File: src/inc/dlog_defs.svh
`ifndef DLOG_DEFS_SVH
`define DLOG_DEFS_SVH

// history buffer geometry
`define DLOG_HIST_DEPTH   16
`define DLOG_HIST_PTR_W   4
`define DLOG_HIST_CNT_W   5

// event identifier prefix
`define DLOG_ID_PREFIX    16'hF1C8

// backplane communication event codes, class then number
`define DLOG_EV_RESTART   16'h1E0D
`define DLOG_EV_RD_FAIL   16'h1E0E
`define DLOG_EV_WR_FAIL   16'h1E0F
`define DLOG_EV_LEN_BAD   16'h1E41

// log codes for the two interrupting faults
`define DLOG_EV_RXBRK     16'h0801
`define DLOG_EV_PARAM     16'h0101

// transfer length limits in bytes
`define DLOG_LEN_MIN      16'h0001
`define DLOG_LEN_MAX      16'h0400

// diagnostic records, byte 0 in bits 7:0
`define DLOG_REC_RXBRK    32'h00020C25
`define DLOG_REC_PARAM    32'h00000C83
`define DLOG_REC_NONE     32'h00000000

`endif

File: src/inc/dlog_pkg.sv
`include "dlog_defs.svh"

package dlog_pkg;

  typedef enum logic [1:0] {
    DLOG_SRC_NONE  = 2'b00,
    DLOG_SRC_RXBRK = 2'b01,
    DLOG_SRC_PARAM = 2'b10
  } dlog_src_e;

  typedef struct packed {
    logic [`DLOG_HIST_DEPTH-1:0][15:0] mem;
    logic [`DLOG_HIST_PTR_W-1:0]       wr_ptr;
    logic [`DLOG_HIST_CNT_W-1:0]       count;
    logic [`DLOG_HIST_PTR_W-1:0]       rd_idx;
    logic [15:0]                       rd_data;
    logic                              rd_valid;
  } dlog_hist_s;

  typedef struct packed {
    logic        brk_sync1;
    logic        brk_sync2;
    logic        brk_prev;
    logic        irq_en;
    logic        irq_pend;
    dlog_src_e   irq_src;
    logic [31:0] rec;
    logic [15:0] call_err;
    logic [31:0] ev_id;
    logic        len_rej;
    logic        log_v;
    logic [15:0] log_code;
    logic        hist_clr;
  } dlog_top_s;

endpackage

File: src/rtl/dlog_hist.sv
`timescale 1ns/10ps
`include "dlog_defs.svh"

module dlog_hist (
  // clock and reset
  input  wire logic                        clk_i,
  input  wire logic                        rstn_i,
  // write side
  input  wire logic                        clr_i,
  input  wire logic                        wr_i,
  input  wire logic [15:0]                 wr_data_i,
  // read-out side
  input  wire logic                        rd_start_i,
  input  wire logic                        rd_next_i,
  output logic      [15:0]                 rd_data_o,
  output logic                             rd_valid_o,
  output logic      [`DLOG_HIST_CNT_W-1:0] count_o
);

  localparam logic [`DLOG_HIST_CNT_W-1:0] FULL = `DLOG_HIST_CNT_W'(`DLOG_HIST_DEPTH);

  dlog_pkg::dlog_hist_s st_reg;
  dlog_pkg::dlog_hist_s st_next;

  always_comb
  begin
    st_next = st_reg;
    // clear comes first so an event in the same cycle survives the wipe
    if (clr_i)
    begin
      st_next.wr_ptr = '0;
      st_next.count  = '0;
    end
    if (wr_i)
    begin
      // ring overwrite drops the oldest entry once full
      st_next.mem[st_next.wr_ptr] = wr_data_i;
      st_next.wr_ptr = st_next.wr_ptr + 1'b1;
      if (st_next.count != FULL)
        st_next.count = st_next.count + 1'b1;
    end
    if (rd_start_i)
      st_next.rd_idx = '0;
    else if (rd_next_i && (`DLOG_HIST_CNT_W'(st_reg.rd_idx) + 1'b1 < st_next.count))
      st_next.rd_idx = st_reg.rd_idx + 1'b1;
    // offset 0 is always the newest entry
    st_next.rd_data  = st_next.mem[st_next.wr_ptr - 1'b1 - st_next.rd_idx];
    st_next.rd_valid = (`DLOG_HIST_CNT_W'(st_next.rd_idx) < st_next.count);
  end

  always_ff @(posedge clk_i or negedge rstn_i)
  begin
    if (!rstn_i)
      st_reg <= '0;
    else
      st_reg <= st_next;
  end

  assign rd_data_o  = st_reg.rd_data;
  assign rd_valid_o = st_reg.rd_valid;
  assign count_o    = st_reg.count;

  property p_hist_sat;
    @(posedge clk_i) disable iff (!rstn_i)
    (count_o == FULL) && wr_i && !clr_i |=> (count_o == FULL);
  endproperty
  a_hist_sat: assert property (p_hist_sat) else $error("history count left full on write");

  property p_hist_clr;
    @(posedge clk_i) disable iff (!rstn_i)
    clr_i && !wr_i |=> (count_o == '0);
  endproperty
  a_hist_clr: assert property (p_hist_clr) else $error("history not cleared");

  property p_hist_newest;
    @(posedge clk_i) disable iff (!rstn_i)
    wr_i && !clr_i ##1 (rd_start_i && !wr_i && !clr_i) |=> rd_valid_o && (rd_data_o == $past(wr_data_i, 2));
  endproperty
  a_hist_newest: assert property (p_hist_newest) else $error("newest entry not first");

  c_hist_full: cover property (@(posedge clk_i) disable iff (!rstn_i) (count_o == FULL) && wr_i);

endmodule

File: src/rtl/dlog_top.sv
`timescale 1ns/10ps
`include "dlog_defs.svh"
// What this block does
// - restart or reset abandoning a pending host request logs code 1E/0D.
// - failed record read call logs 1E/0E and keeps its return value.
// - failed record write call logs 1E/0F and keeps its return value.
// - transfer length outside 1 to 1024 bytes is rejected and logs 1E/41.
// - one event per cycle enters the history, in order of occurrence; lower-priority ones in that cycle are dropped.
// - hardware, setup, request and transmission faults are all logged.
// - a full history drops its oldest entry to take the new one.
// - history read-out starts at the newest entry, then older ones.
// - history is cleared at power loss and on each new parameter set.
// - event identifier is F1C8 then class byte then number byte.
// - interrupt enable comes from parameters and defaults turn it off.
// - only receive wire break or parameter error raise the interrupt.
// - an interrupting fault places its record where the host reads it.
// - record is four bytes: 25,0C,02,00 for break; 83,0C,00,00 for parameters.

module dlog_top (
  // clock and reset
  input  wire logic                        clk_i,
  input  wire logic                        rstn_i,
  // generic fault events
  input  wire logic                        ev_valid_i,
  input  wire logic [7:0]                  ev_class_i,
  input  wire logic [7:0]                  ev_num_i,
  // backplane request faults
  input  wire logic                        restart_abort_i,
  input  wire logic                        read_record_call_fail_i,
  input  wire logic                        write_record_call_fail_i,
  input  wire logic [15:0]                 call_return_value_i,
  input  wire logic                        req_valid_i,
  input  wire logic [15:0]                 transfer_length_i,
  // parameterization
  input  wire logic                        param_load_i,
  input  wire logic                        param_ok_i,
  input  wire logic                        param_irq_en_i,
  input  wire logic                        param_default_i,
  // receive line pin
  input  wire logic                        rx_wire_break_i,
  // host side of the diagnostic record
  input  wire logic                        rec_read_i,
  output logic                             diag_irq_o,
  output logic      [31:0]                 diag_rec_o,
  output logic                             fault_indicator_o,
  output logic      [15:0]                 call_error_store_o,
  output logic                             len_reject_o,
  output logic      [31:0]                 event_id_o,
  // history read-out
  input  wire logic                        hist_rd_start_i,
  input  wire logic                        hist_rd_next_i,
  output logic      [15:0]                 hist_rd_data_o,
  output logic                             hist_rd_valid_o,
  output logic      [`DLOG_HIST_CNT_W-1:0] hist_count_o
);

  dlog_pkg::dlog_top_s st_reg;
  dlog_pkg::dlog_top_s st_next;

  logic brk_rise;
  logic param_err;
  logic len_bad;
  logic irq_en_eff;

  always_comb
  begin
    st_next = st_reg;
    // the first stage feeds only the second
    st_next.brk_sync1 = rx_wire_break_i;
    st_next.brk_sync2 = st_reg.brk_sync1;
    st_next.brk_prev  = st_reg.brk_sync2;
    brk_rise  = st_reg.brk_sync2 && !st_reg.brk_prev;
    param_err = param_load_i && !param_ok_i;
    len_bad   = req_valid_i &&
                ((transfer_length_i < `DLOG_LEN_MIN) || (transfer_length_i > `DLOG_LEN_MAX));

    // a load takes its own enable at once; defaults lose to a load
    if (param_load_i)
      st_next.irq_en = param_irq_en_i;
    else if (param_default_i)
      st_next.irq_en = 1'b0;
    irq_en_eff = st_next.irq_en;

    st_next.hist_clr = param_load_i;
    st_next.len_rej  = len_bad;

    if (read_record_call_fail_i)
      st_next.call_err = call_return_value_i;
    else if (write_record_call_fail_i)
      st_next.call_err = call_return_value_i;

    // one log entry per cycle; simultaneous lower-priority events are dropped
    st_next.log_v = 1'b1;
    if (restart_abort_i)
      st_next.log_code = `DLOG_EV_RESTART;
    else if (read_record_call_fail_i)
      st_next.log_code = `DLOG_EV_RD_FAIL;
    else if (write_record_call_fail_i)
      st_next.log_code = `DLOG_EV_WR_FAIL;
    else if (len_bad)
      st_next.log_code = `DLOG_EV_LEN_BAD;
    else if (param_err)
      st_next.log_code = `DLOG_EV_PARAM;
    else if (brk_rise)
      st_next.log_code = `DLOG_EV_RXBRK;
    else if (ev_valid_i)
      st_next.log_code = {ev_class_i, ev_num_i};
    else
      st_next.log_v = 1'b0;
    if (st_next.log_v)
      st_next.ev_id = {`DLOG_ID_PREFIX, st_next.log_code};

    // a fresh fault wins over a read in the same cycle
    if (st_reg.irq_pend && rec_read_i)
      st_next.irq_pend = 1'b0;
    // the record being read is consumed, so a fault in that cycle may replace it
    if (irq_en_eff && (!st_reg.irq_pend || rec_read_i) && (param_err || brk_rise))
    begin
      st_next.irq_pend = 1'b1;
      if (param_err)
      begin
        st_next.irq_src = dlog_pkg::DLOG_SRC_PARAM;
        st_next.rec     = `DLOG_REC_PARAM;
      end
      else
      begin
        st_next.irq_src = dlog_pkg::DLOG_SRC_RXBRK;
        st_next.rec     = `DLOG_REC_RXBRK;
      end
    end
  end

  always_ff @(posedge clk_i or negedge rstn_i)
  begin
    if (!rstn_i)
      st_reg <= '0;
    else
      st_reg <= st_next;
  end

  assign diag_irq_o         = st_reg.irq_pend;
  assign fault_indicator_o  = st_reg.irq_pend;
  assign diag_rec_o         = st_reg.rec;
  assign call_error_store_o = st_reg.call_err;
  assign len_reject_o       = st_reg.len_rej;
  assign event_id_o         = st_reg.ev_id;

  // depth is fixed by the defs header, entries are class and number
  dlog_hist u_hist (
    .clk_i      (clk_i),
    .rstn_i     (rstn_i),
    .clr_i      (st_reg.hist_clr),
    .wr_i       (st_reg.log_v),
    .wr_data_i  (st_reg.log_code),
    .rd_start_i (hist_rd_start_i),
    .rd_next_i  (hist_rd_next_i),
    .rd_data_o  (hist_rd_data_o),
    .rd_valid_o (hist_rd_valid_o),
    .count_o    (hist_count_o)
  );

  property p_restart;
    @(posedge clk_i) disable iff (!rstn_i)
    restart_abort_i |=> st_reg.log_v && (event_id_o == {`DLOG_ID_PREFIX, `DLOG_EV_RESTART});
  endproperty
  a_restart: assert property (p_restart) else $error("restart abort not logged");

  property p_rd_fail;
    @(posedge clk_i) disable iff (!rstn_i)
    read_record_call_fail_i && !restart_abort_i |=>
      (call_error_store_o == $past(call_return_value_i)) && (event_id_o[15:0] == `DLOG_EV_RD_FAIL);
  endproperty
  a_rd_fail: assert property (p_rd_fail) else $error("read call failure not kept");

  property p_wr_fail;
    @(posedge clk_i) disable iff (!rstn_i)
    write_record_call_fail_i && !read_record_call_fail_i && !restart_abort_i |=>
      (call_error_store_o == $past(call_return_value_i)) && (event_id_o[15:0] == `DLOG_EV_WR_FAIL);
  endproperty
  a_wr_fail: assert property (p_wr_fail) else $error("write call failure not kept");

  property p_len;
    @(posedge clk_i) disable iff (!rstn_i)
    req_valid_i |=> (len_reject_o == (($past(transfer_length_i) == 16'h0000) ||
                                      ($past(transfer_length_i) > `DLOG_LEN_MAX)));
  endproperty
  a_len: assert property (p_len) else $error("length check wrong");

  property p_order;
    @(posedge clk_i) disable iff (!rstn_i)
    st_reg.log_v && !st_reg.hist_clr ##1 hist_rd_start_i && !st_reg.log_v && !st_reg.hist_clr
      |=> hist_rd_data_o == $past(st_reg.log_code, 2);
  endproperty
  a_order: assert property (p_order) else $error("latest event not at head");

  property p_default;
    @(posedge clk_i) disable iff (!rstn_i)
    param_default_i && !param_load_i ##1 (!param_load_i)[*2] |-> !diag_irq_o || $past(diag_irq_o);
  endproperty
  a_default: assert property (p_default) else $error("defaults left interrupt enabled");

  property p_cause;
    @(posedge clk_i) disable iff (!rstn_i)
    $rose(diag_irq_o) |-> $past(param_load_i && !param_ok_i) || $past(brk_rise);
  endproperty
  a_cause: assert property (p_cause) else $error("interrupt from wrong cause");

  property p_record;
    @(posedge clk_i) disable iff (!rstn_i)
    $rose(diag_irq_o) |-> (diag_rec_o == `DLOG_REC_RXBRK) || (diag_rec_o == `DLOG_REC_PARAM);
  endproperty
  a_record: assert property (p_record) else $error("diagnostic record wrong");

  property p_pending;
    @(posedge clk_i) disable iff (!rstn_i)
    diag_irq_o && !rec_read_i |=> diag_irq_o && $stable(diag_rec_o);
  endproperty
  a_pending: assert property (p_pending) else $error("interrupt dropped before read");

  c_brk_irq: cover property (@(posedge clk_i) disable iff (!rstn_i)
    $rose(diag_irq_o) && (diag_rec_o == `DLOG_REC_RXBRK));
  c_param_irq: cover property (@(posedge clk_i) disable iff (!rstn_i)
    $rose(diag_irq_o) && (diag_rec_o == `DLOG_REC_PARAM));
  c_rec_read: cover property (@(posedge clk_i) disable iff (!rstn_i)
    diag_irq_o && rec_read_i ##1 !diag_irq_o);

endmodule
File: config.mk
export PLATFORM = sky130hd
export DESIGN_NAME = dlog_top
export DESIGN_NICKNAME = d
export VERILOG_FILES = /design/src/inc/dlog_pkg.sv /design/src/rtl/dlog_hist.sv /design/src/rtl/dlog_top.sv
export VERILOG_INCLUDE_DIRS = /design/src /design/src/inc
export SDC_FILE = /design/constraint.sdc
export NUM_CORES = 1
export LEC_CHECK = 0
export ABC_AREA = 1
export BUFFER_PORTS_ARGS = -buffer_cell sky130_fd_sc_hd__buf_2
export CAP_MARGIN = 20
export CORE_UTILIZATION = 50
export CTS_CLUSTER_SIZE = 24
export DETAILED_ROUTE_END_ITERATION = 8
export PLACE_DENSITY = 0.75
export SLEW_MARGIN = 15
export SYNTH_ARGS = -nofsm -noshare
export SYNTH_HDL_FRONTEND = slang
export SYNTH_HIERARCHICAL = 1
export SYNTH_SLANG_ARGS = --single-unit
File: constraint.sdc
create_clock -name clk_i -period 10.9 [get_ports clk_i]
set_input_delay 0 -clock clk_i [delete_from_list [all_inputs] [get_ports clk_i]]
set_output_delay 0 -clock clk_i [all_outputs]
set_load 0.01 [all_outputs]
==> metrics.md, run 1 <==
| Metric | Value |
|---|---|
| Sum Neg Setup Slack | `0 ns` |
| Share of synthesized area occupied by flip-flops and latches | `approximately half` |
| Cell with the most instances after synthesis | `nand2_1` |
| Worst Hold Margin | `between 0.05 and 0.06 ns` |
| Cell total after placement | `2,533` |
| Total area of multi-input combinational cells | `between 6000 and 7000 µm²` |
| RSZ-0062 raised after global routing | `false` |
| Clock Path Buffers | `3` |
| First-pass GRT wire length | `between 60,000 and 70,000 µm` |
| Slew Limit Fails | `0` |
| Worst slew margin | `25.5%` |
| Synthesized flop and latch total | `about 350` |
| Power Density | `around 230 nW/µm²` |
| Number of warning messages in the yosys log | `6` |
| Clock tree sinks | `approximately 350` |
| Critical Path Source Type | `flop` |
| Total CTS buffers | `37` |
| Worst voltage drop across the vdd grid | `0.000300 V` |
| Non-Filler Instances | `between 2,000 and 3,000` |
| Number of global-route vias before repair | `about 14,000` |
| Timing-limited maximum frequency | `around 190 MHz` |
| Post-synthesis cell count | `~2,100` |
| Number of fillers in the final layout | `2,906` |
| CTS Root Cell | `clkbuf_16` |
| Hold/Removal Path Class | `in -> reg` |
| Initial core utilization | `between 50% and 60%` |
| Clock H-tree levels | `2` |
| Total global-route track usage | `roughly 25%` |
| Worst Skew | `roughly 0.012 ns` |
| Total Die Area | `roughly 34,000 µm²` |
| Number of DRC violations after detailed-routing iteration 0 | `~1,400` |
| Layout overhead on the synthesized area | `13.0%` |
| Number of antenna violations at the first check in global routing | `1` |
| Site Rows | `between 60 and 70` |
| Sum of overflow across all layers after global routing | `0` |
| Post-route ant nets | `0` |
| Slew at the pin closest to its max-slew limit | `1.12 ns` |
| Width of the chip | `between 150 and 200 µm` |
| Number of flip-flops under the largest register name | `between 200 and 300` |
| Total inserted antenna cells | `0` |
| Cell type with the largest total area after synthesis | `dfrtp_1` |
| Final Wtd Congestion | `0.832` |
| Vias per cell | `roughly 5.2` |
| Placed wire-length estimate after detailed placement | `24,900 µm` |
| Arr. time, crit path | `5.56 ns` |
| Pre-Repair DR Iteration Count | `6` |
| Leakage Power | `0.00979 µW` |
| Result of the run | `completed` |
| Fraction of final layout cells with drive strength greater than 1 | `11.8%` |
| Proportion of netlist area held by the largest area contributor | `between 50 and 60%` |
| EDFF count, synth | `0` |
| Number of library cell types mapped by synthesis | `40` |
| DRC violations left | `0` |
| Util after Layout | `slightly below 60%` |
| Vias post-DR | `roughly 14,000` |
| Pin count of the biggest net entering global routing | `roughly 120` |
| Setup violations, final | `0` |
| Tot Pwr | `4420 µW` |
| TritonCTS clock tree | `done` |
| Post-CTS setup repair buffer count | `0` |
| Skew-Pair Late Insertion Delay | `around 0.52 ns` |
| Proportion of synthesized flip-flops having asynchronous set or reset | `100%` |
| Synthesized cell area | `16,800 µm²` |
| Count of instances resized after the clock tree is built | `0` |
| Detailed-route wire length | `between 40,000 and 50,000 µm` |
| Wire length per cell | `15.9 µm` |
| Max Cap Violations | `0` |
| Floorplan Core Area | `about 33,000 µm²` |
| Per-instance average area after synthesis | `a little under 8 µm²` |
| Net total in the final layout | `2,277` |
| Setup Crit Path Kind | `reg -> reg` |
| Type of element capturing the critical path | `flop` |
| Clk pin slew, worst setup/hold paths | `0.06 ns` |
| Min Tclk post-route | `5.15 ns` |
| Data required time of the critical path | `roughly 11 ns` |
| Leading cell types by total area after synthesis | `dfrtp_1, nand2_1, o21ai_1, buf_4, inv_1` |
| Final Hold Violating Endpoints | `0` |
| Die Span Y | `about 190 µm` |
| FF/Latch Area | `around 8700 µm²` |
| Boundary pin count | `between 150 and 200` |
| Critical Path Fanout Max | `65` |
| Share of the cycle needed by the critical path after routing | `a little under half` |
| Count of port buffers added during placement | `135` |
| Most common flop cell mapped by yosys | `dfrtp_1` |
| Commonest cells post-synth | `nand2_1, dfrtp_1, o21ai_1, inv_1, buf_4` |
[cell families after synthesis]
kind of cell | Yosys count | share of synthesized area, %
and+or+nand+nor | 1050 | 24.5
AOI/OAI and AO/OA | 363 | 11.2
DFF | 346 | 51.4
buffers and inverters | 339 | 10.4
adders and majority gates | 16 | 1.23
muxes | 16 | 1.07
xor gates and xnor gates | 4 | 0.208
other | 1 | 0.0223
[critical path, stage by stage (launching register included)]
cell,delay (ns)
dfrtp_1,0.46
nor2_1,0.13
inv_1,0.06
nor3_1,0.12
nand2_1,0.08
nor2_1,0.16
nand2_1,0.06
o21ai_0,0.17
ha_1,0.34
nand2_1,0.09
o211a_1,0.20
nand2_2,0.10
inv_1,0.09
nor2_1,0.05
nor3_1,0.26
inv_1,0.15
fa_2,0.59
buf_4,0.62
inv_2,0.46
buf_12,0.31
nand2_1,0.10
nand2_1,0.05
nand2_1,0.05
nand2_1,0.07
nand3_1,0.16
nand2_1,0.08
[layer usage]
metal / wire, µm / share of wire [%] / global-route usage [%] / up-vias
li1: - / - / - / 6695
met3: 3050 / 7.2 / 4.21 / 61
met1: 18800 / 44 / 35.7 / 6542
met2: 19900 / 47 / 41.2 / 581
met5: 0 / 0 / 0 / -
met4: 684 / 1.6 / 6.61 / 0
[power by group]
part / switching, µW / internal, µW
logic: 1170 / 425
registers: 67.6 / 1450
clock network: 509 / 795
total: 1750 / 2670
[layout by cell type (no fill, tap or decap), drive strengths merged, types with 32 or more instances in the layout]
master,count
nand2,911
nand3,34
buf,155
nor2,86
o21ai,317
clkbuf,52
conb,32
dfrtp,346
dlygate4sd3,65
inv,113
[area by class of cell]
type	count	area share (%)
Sequential cell	346	45.5
Multi-Input combinational cell	1481	34.6
Timing Repair Buffer	220	8.20
Clock buffer	52	5.75
Tap cell	442	2.91
Inverter	112	2.22
Clock inverter	10	0.868
[path summary, 6_finish.rpt]
path / depth (start not counted) / startpoint / endpoint / slack [ns]
worst min-delay path: 7 / transfer_length_i[13] / len_reject_o / 0.05
min in group asynchronous: 2 / rstn_i / u_hist/count_o[0] / 0.10
worst max-delay path: 25 / st_reg[0] / u_hist/rd_data_o[7] / 5.75
max in group asynchronous: 4 / rstn_i / u_hist/st_reg[44] / 8.45
worst max register to register: 25 / st_reg[0] / u_hist/rd_data_o[7] / 5.75
worst min register to register: 0 / st_next[104] / st_next[103] / 0.35
[timing repair]
| item | CTS | global route |
|---|---|---|
| hold buffers | 65 | 0 |
| setup endpoints to repair | 0 | 0 |
| endpoints found under the hold margin | 171 | 0 |
[through the flow]
stage	worst slack (ns)	instance area, µm²
detailed placement	5.88	17100
CTS	5.83	19000
global route	5.32	19000
global placement	5.79	17000
finish	5.75	19000
floorplan	7.06	17000
No activity file was read; power rests on OpenSTA's default activity.
==> run 2, diff against run 1 <==
--- a/config.mk
+++ b/config.mk
@@ -12,7 +12,7 @@
 export CORE_UTILIZATION = 50
 export CTS_CLUSTER_SIZE = 24
 export DETAILED_ROUTE_END_ITERATION = 8
-export PLACE_DENSITY = 0.75
+export PLACE_DENSITY = 0.78
 export SLEW_MARGIN = 15
 export SYNTH_ARGS = -nofsm -noshare
 export SYNTH_HDL_FRONTEND = slang
==> constraint.sdc (replaced) <==
create_clock -name clk_i -period 4.3 [get_ports clk_i]
set_input_delay 0 -clock clk_i [delete_from_list [all_inputs] [get_ports clk_i]]
set_output_delay 0 -clock clk_i [all_outputs]
set_load 0.01 [all_outputs]
==> metrics.md, run 2 (synthesized netlist as in run 1, its figures left out) <==
| Metric | Value |
|---|---|
| Most common cell after layout, fill and taps aside | `nand2_1 (unchanged)` |
| Result of the run | `completed (unchanged)` |
| Routed length on met3 | `3490 µm (was 3050 µm)` |
| Width of the chip | `186 µm (unchanged)` |
| Clock tree sinks | `346 (unchanged)` |
| Placed wire-length estimate after detailed placement | `25,900 µm (was 24,900 µm)` |
| Number of DRC violations after detailed-routing iteration 0 | `1,426 (was 1,422)` |
| Count of port buffers added during placement | `135 (unchanged)` |
| Switching power | `4590 µW (was 1750 µW)` |
| Wire length per cell | `16.4 µm (was 15.9 µm)` |
| Net total in the final layout | `2,292 (was 2,277)` |
| Worst Skew | `0.0174 ns (was 0.0121 ns)` |
| Share of the cycle needed by the critical path after routing | `94.4% (was 47.3%)` |
| Sum of routed wire segments on met1 | `19,000 µm (was 18,800 µm)` |
| Clock H-tree levels | `2 (unchanged)` |
| Vias post-DR | `14,200 (was 13,900)` |
| Timing-limited maximum frequency | `246 MHz (was 194 MHz)` |
| Highest metal layer with signal wires | `met4 (unchanged)` |
| Total global-route track usage | `26.1% (was 25.5%)` |
| R2r startpoint | `u_hist/count_o[0] (was st_reg[0])` |
| Sum of overflow across all layers after global routing | `0 (unchanged)` |
| Power Density | `600 nW/µm² (was 232 nW/µm²)` |
| RSZ-0062 raised after global routing | `false (unchanged)` |
| Site Rows | `66 (unchanged)` |
| Number of antenna violations at the first check in global routing | `0 (was 1)` |
| Detailed-route wire length | `44,000 µm (was 42,400 µm)` |
| Share of power burned in registers | `33.3% (was 34.3%)` |
| Fraction of final layout cells with drive strength greater than 1 | `12.5% (was 11.8%)` |
| Switching Share | `39.8% (was 39.6%)` |
| Total Die Area | `34,400 µm² (unchanged)` |
| Type of element capturing the critical path | `flop (unchanged)` |
| Clk pin slew, worst setup/hold paths | `0.06 ns (about the same)` |
| Number of flip-flops under the largest register name | `264 (unchanged)` |
| Cell depth of the worst hold path | `7 (unchanged)` |
| Min Tclk post-route | `4.06 ns (was 5.15 ns)` |
| Startpoint of the lowest-slack hold path | `transfer_length_i[13] (unchanged)` |
| CTS Root Cell | `clkbuf_16 (unchanged)` |
| Slew Limit Fails | `0 (unchanged)` |
| Skew-Pair Late Insertion Delay | `0.54 ns (was 0.52 ns)` |
| Number of global-route vias before repair | `14,000 (was 13,600)` |
| Clock Path Buffers | `3 (unchanged)` |
| Post-route ant nets | `0 (unchanged)` |
| Data required time of the critical path | `4.71 ns (was 11.31 ns)` |
| Hold/Removal Path Class | `in -> reg (unchanged)` |
| Leakage Power | `0.00989 µW (was 0.00979 µW)` |
| Util after Layout | `58.5% (was 57.9%)` |
| Crit. Startpoint | `u_hist/count_o[0] (was st_reg[0])` |
| TritonCTS clock tree | `done (unchanged)` |
| Clock power share | `27.6% (was 29.5%)` |
| Max Cap Violations | `0 (unchanged)` |
| Final Wtd Congestion | `0.854 (was 0.832)` |
| Pin count of the biggest net entering global routing | `129 (was 116)` |
| Floorplan Core Area | `32,900 µm² (unchanged)` |
| Worst slew margin | `39.8% (was 25.5%)` |
| Initial core utilization | `51.2% (unchanged)` |
| Critical Path Source Type | `flop (unchanged)` |
| Worst voltage drop across the vdd grid | `0.000505 V (was 0.000300 V)` |
| Critical Path Fanout Max | `26 (was 65)` |
| Setup violations, final | `0 (unchanged)` |
| DRC violations left | `0 (unchanged)` |
| Total CTS buffers | `37 (unchanged)` |
| Boundary pin count | `168 (unchanged)` |
| Power share of the combinational group | `39.1% (was 36.2%)` |
| Layout overhead on the synthesized area | `14.3% (was 13.0%)` |
| Vias per cell | `5.29 (was 5.21)` |
| Worst r2r path cells | `24 (was 25)` |
| Die Span Y | `186 µm (unchanged)` |
| Length of routed met2 wiring | `20,800 µm (was 19,900 µm)` |
| Final Hold Violating Endpoints | `0 (unchanged)` |
| Setup Crit Path Kind | `reg -> reg (unchanged)` |
| Cell-internal power | `6950 µW (was 2670 µW)` |
| Leading cell types in the layout, fill and taps excluded | `nand2_1, dfrtp_1, o21ai_1 (unchanged)` |
| Total inserted antenna cells | `0 (unchanged)` |
| First-pass GRT wire length | `71,300 µm (was 69,700 µm)` |
| Arr. time, crit path | `4.47 ns (was 5.56 ns)` |
| Pre-Repair DR Iteration Count | `5 (was 6)` |
| Slew at the pin closest to its max-slew limit | `0.902 ns (was 1.12 ns)` |
| Sum Neg Setup Slack | `0 ns (unchanged)` |
run 2: changes by cell type in the layout (fill, tap and decap cells not counted), sizes merged:
cell      previous run  this run
buf                155       169
bufinv               4         2
clkbuf              52        56
clkinv               3         7
clkinvlp             2         0
inv                113       112
run 2: worst max-delay path, cell delays in order (launching register included):
cell and delay, ns:
dfrtp_1 0.39, inv_1 0.07, nor2_1 0.16, nand3_2 0.12, nor2_1 0.13, a21oi_1 0.05, nor2_1 0.14, inv_1 0.09
ha_1 0.30, a21oi_1 0.16, o211a_1 0.21, nand2_2 0.11, inv_1 0.10, nor2_1 0.06, nor3_2 0.19, inv_1 0.12
fa_2 0.68, inv_2 0.15, buf_12 0.19, nand2_1 0.08, nand2_1 0.07, nand2_1 0.09, nand2_1 0.06, nand3_1 0.15
nand2_1 0.07
run 2: final cells by class:
| type | count | area [µm²] |
|---|---|---|
| timing repair buffer | 235 | 1790 |
| multi-input combinational | 1481 | 6610 |
| clock inverter | 9 | 121 |
| tap | 442 | 553 |
| inverter | 112 | 422 |
| clock buffer | 55 | 1090 |
| fill | 2845 | 13600 |
| sequential | 346 | 8660 |
run 2: what timing repair did:
item                       CTS  global route
hold endpoints to repair   165             0
hold buffers                65             0
setup buffers                0             1
gates resized for setup      0            10
setup endpoints to repair    0            16
run 2: worst paths after layout:
path / slack (ns) / to
worst max-delay path: 0.24 / u_hist/rd_data_o[14]
worst min-delay path: 0.11 / len_reject_o
worst max register to register: 0.24 / u_hist/rd_data_o[14]
worst min register to register: 0.36 / st_next[103]
max in group asynchronous: 2.93 / u_hist/st_reg[224]
min in group asynchronous: 0.14 / u_hist/st_reg[81]
run 2: through the flow:
stage	total power [µW]	cell area, µm²	hold slack (ns)	std cells	setup slack [ns]
floorplan	6730	17000	-0.296	2166	0.465
global placement	7980	17200	0.111	2545	0.293
detailed placement	8100	17300	0.116	2546	0.133
CTS	11300	19100	0.0479	2675	0.0870
global route	12200	19200	0.124	2680	0.00723
finish	11500	19200	0.115	2680	0.242
run 2: power by group through the flow:
stage	clock, µW	sequential, µW	combinational, µW
2_1_floorplan	0	3820	2900
3_5_place_dp	0	3890	4210
4_1_cts	3210	3830	4290
6_report	3190	3840	4510
5_1_grt	3360	3870	4950
3_3_place_gp	0	3880	4100
run 2: per-layer routing:
metal  vias to the layer above  GRT usage (%)
li1                       6723              -
met1                      6740           35.4
met2                       640           43.8
met3                        80           3.97
met4                         0           6.81
met5                         -              0
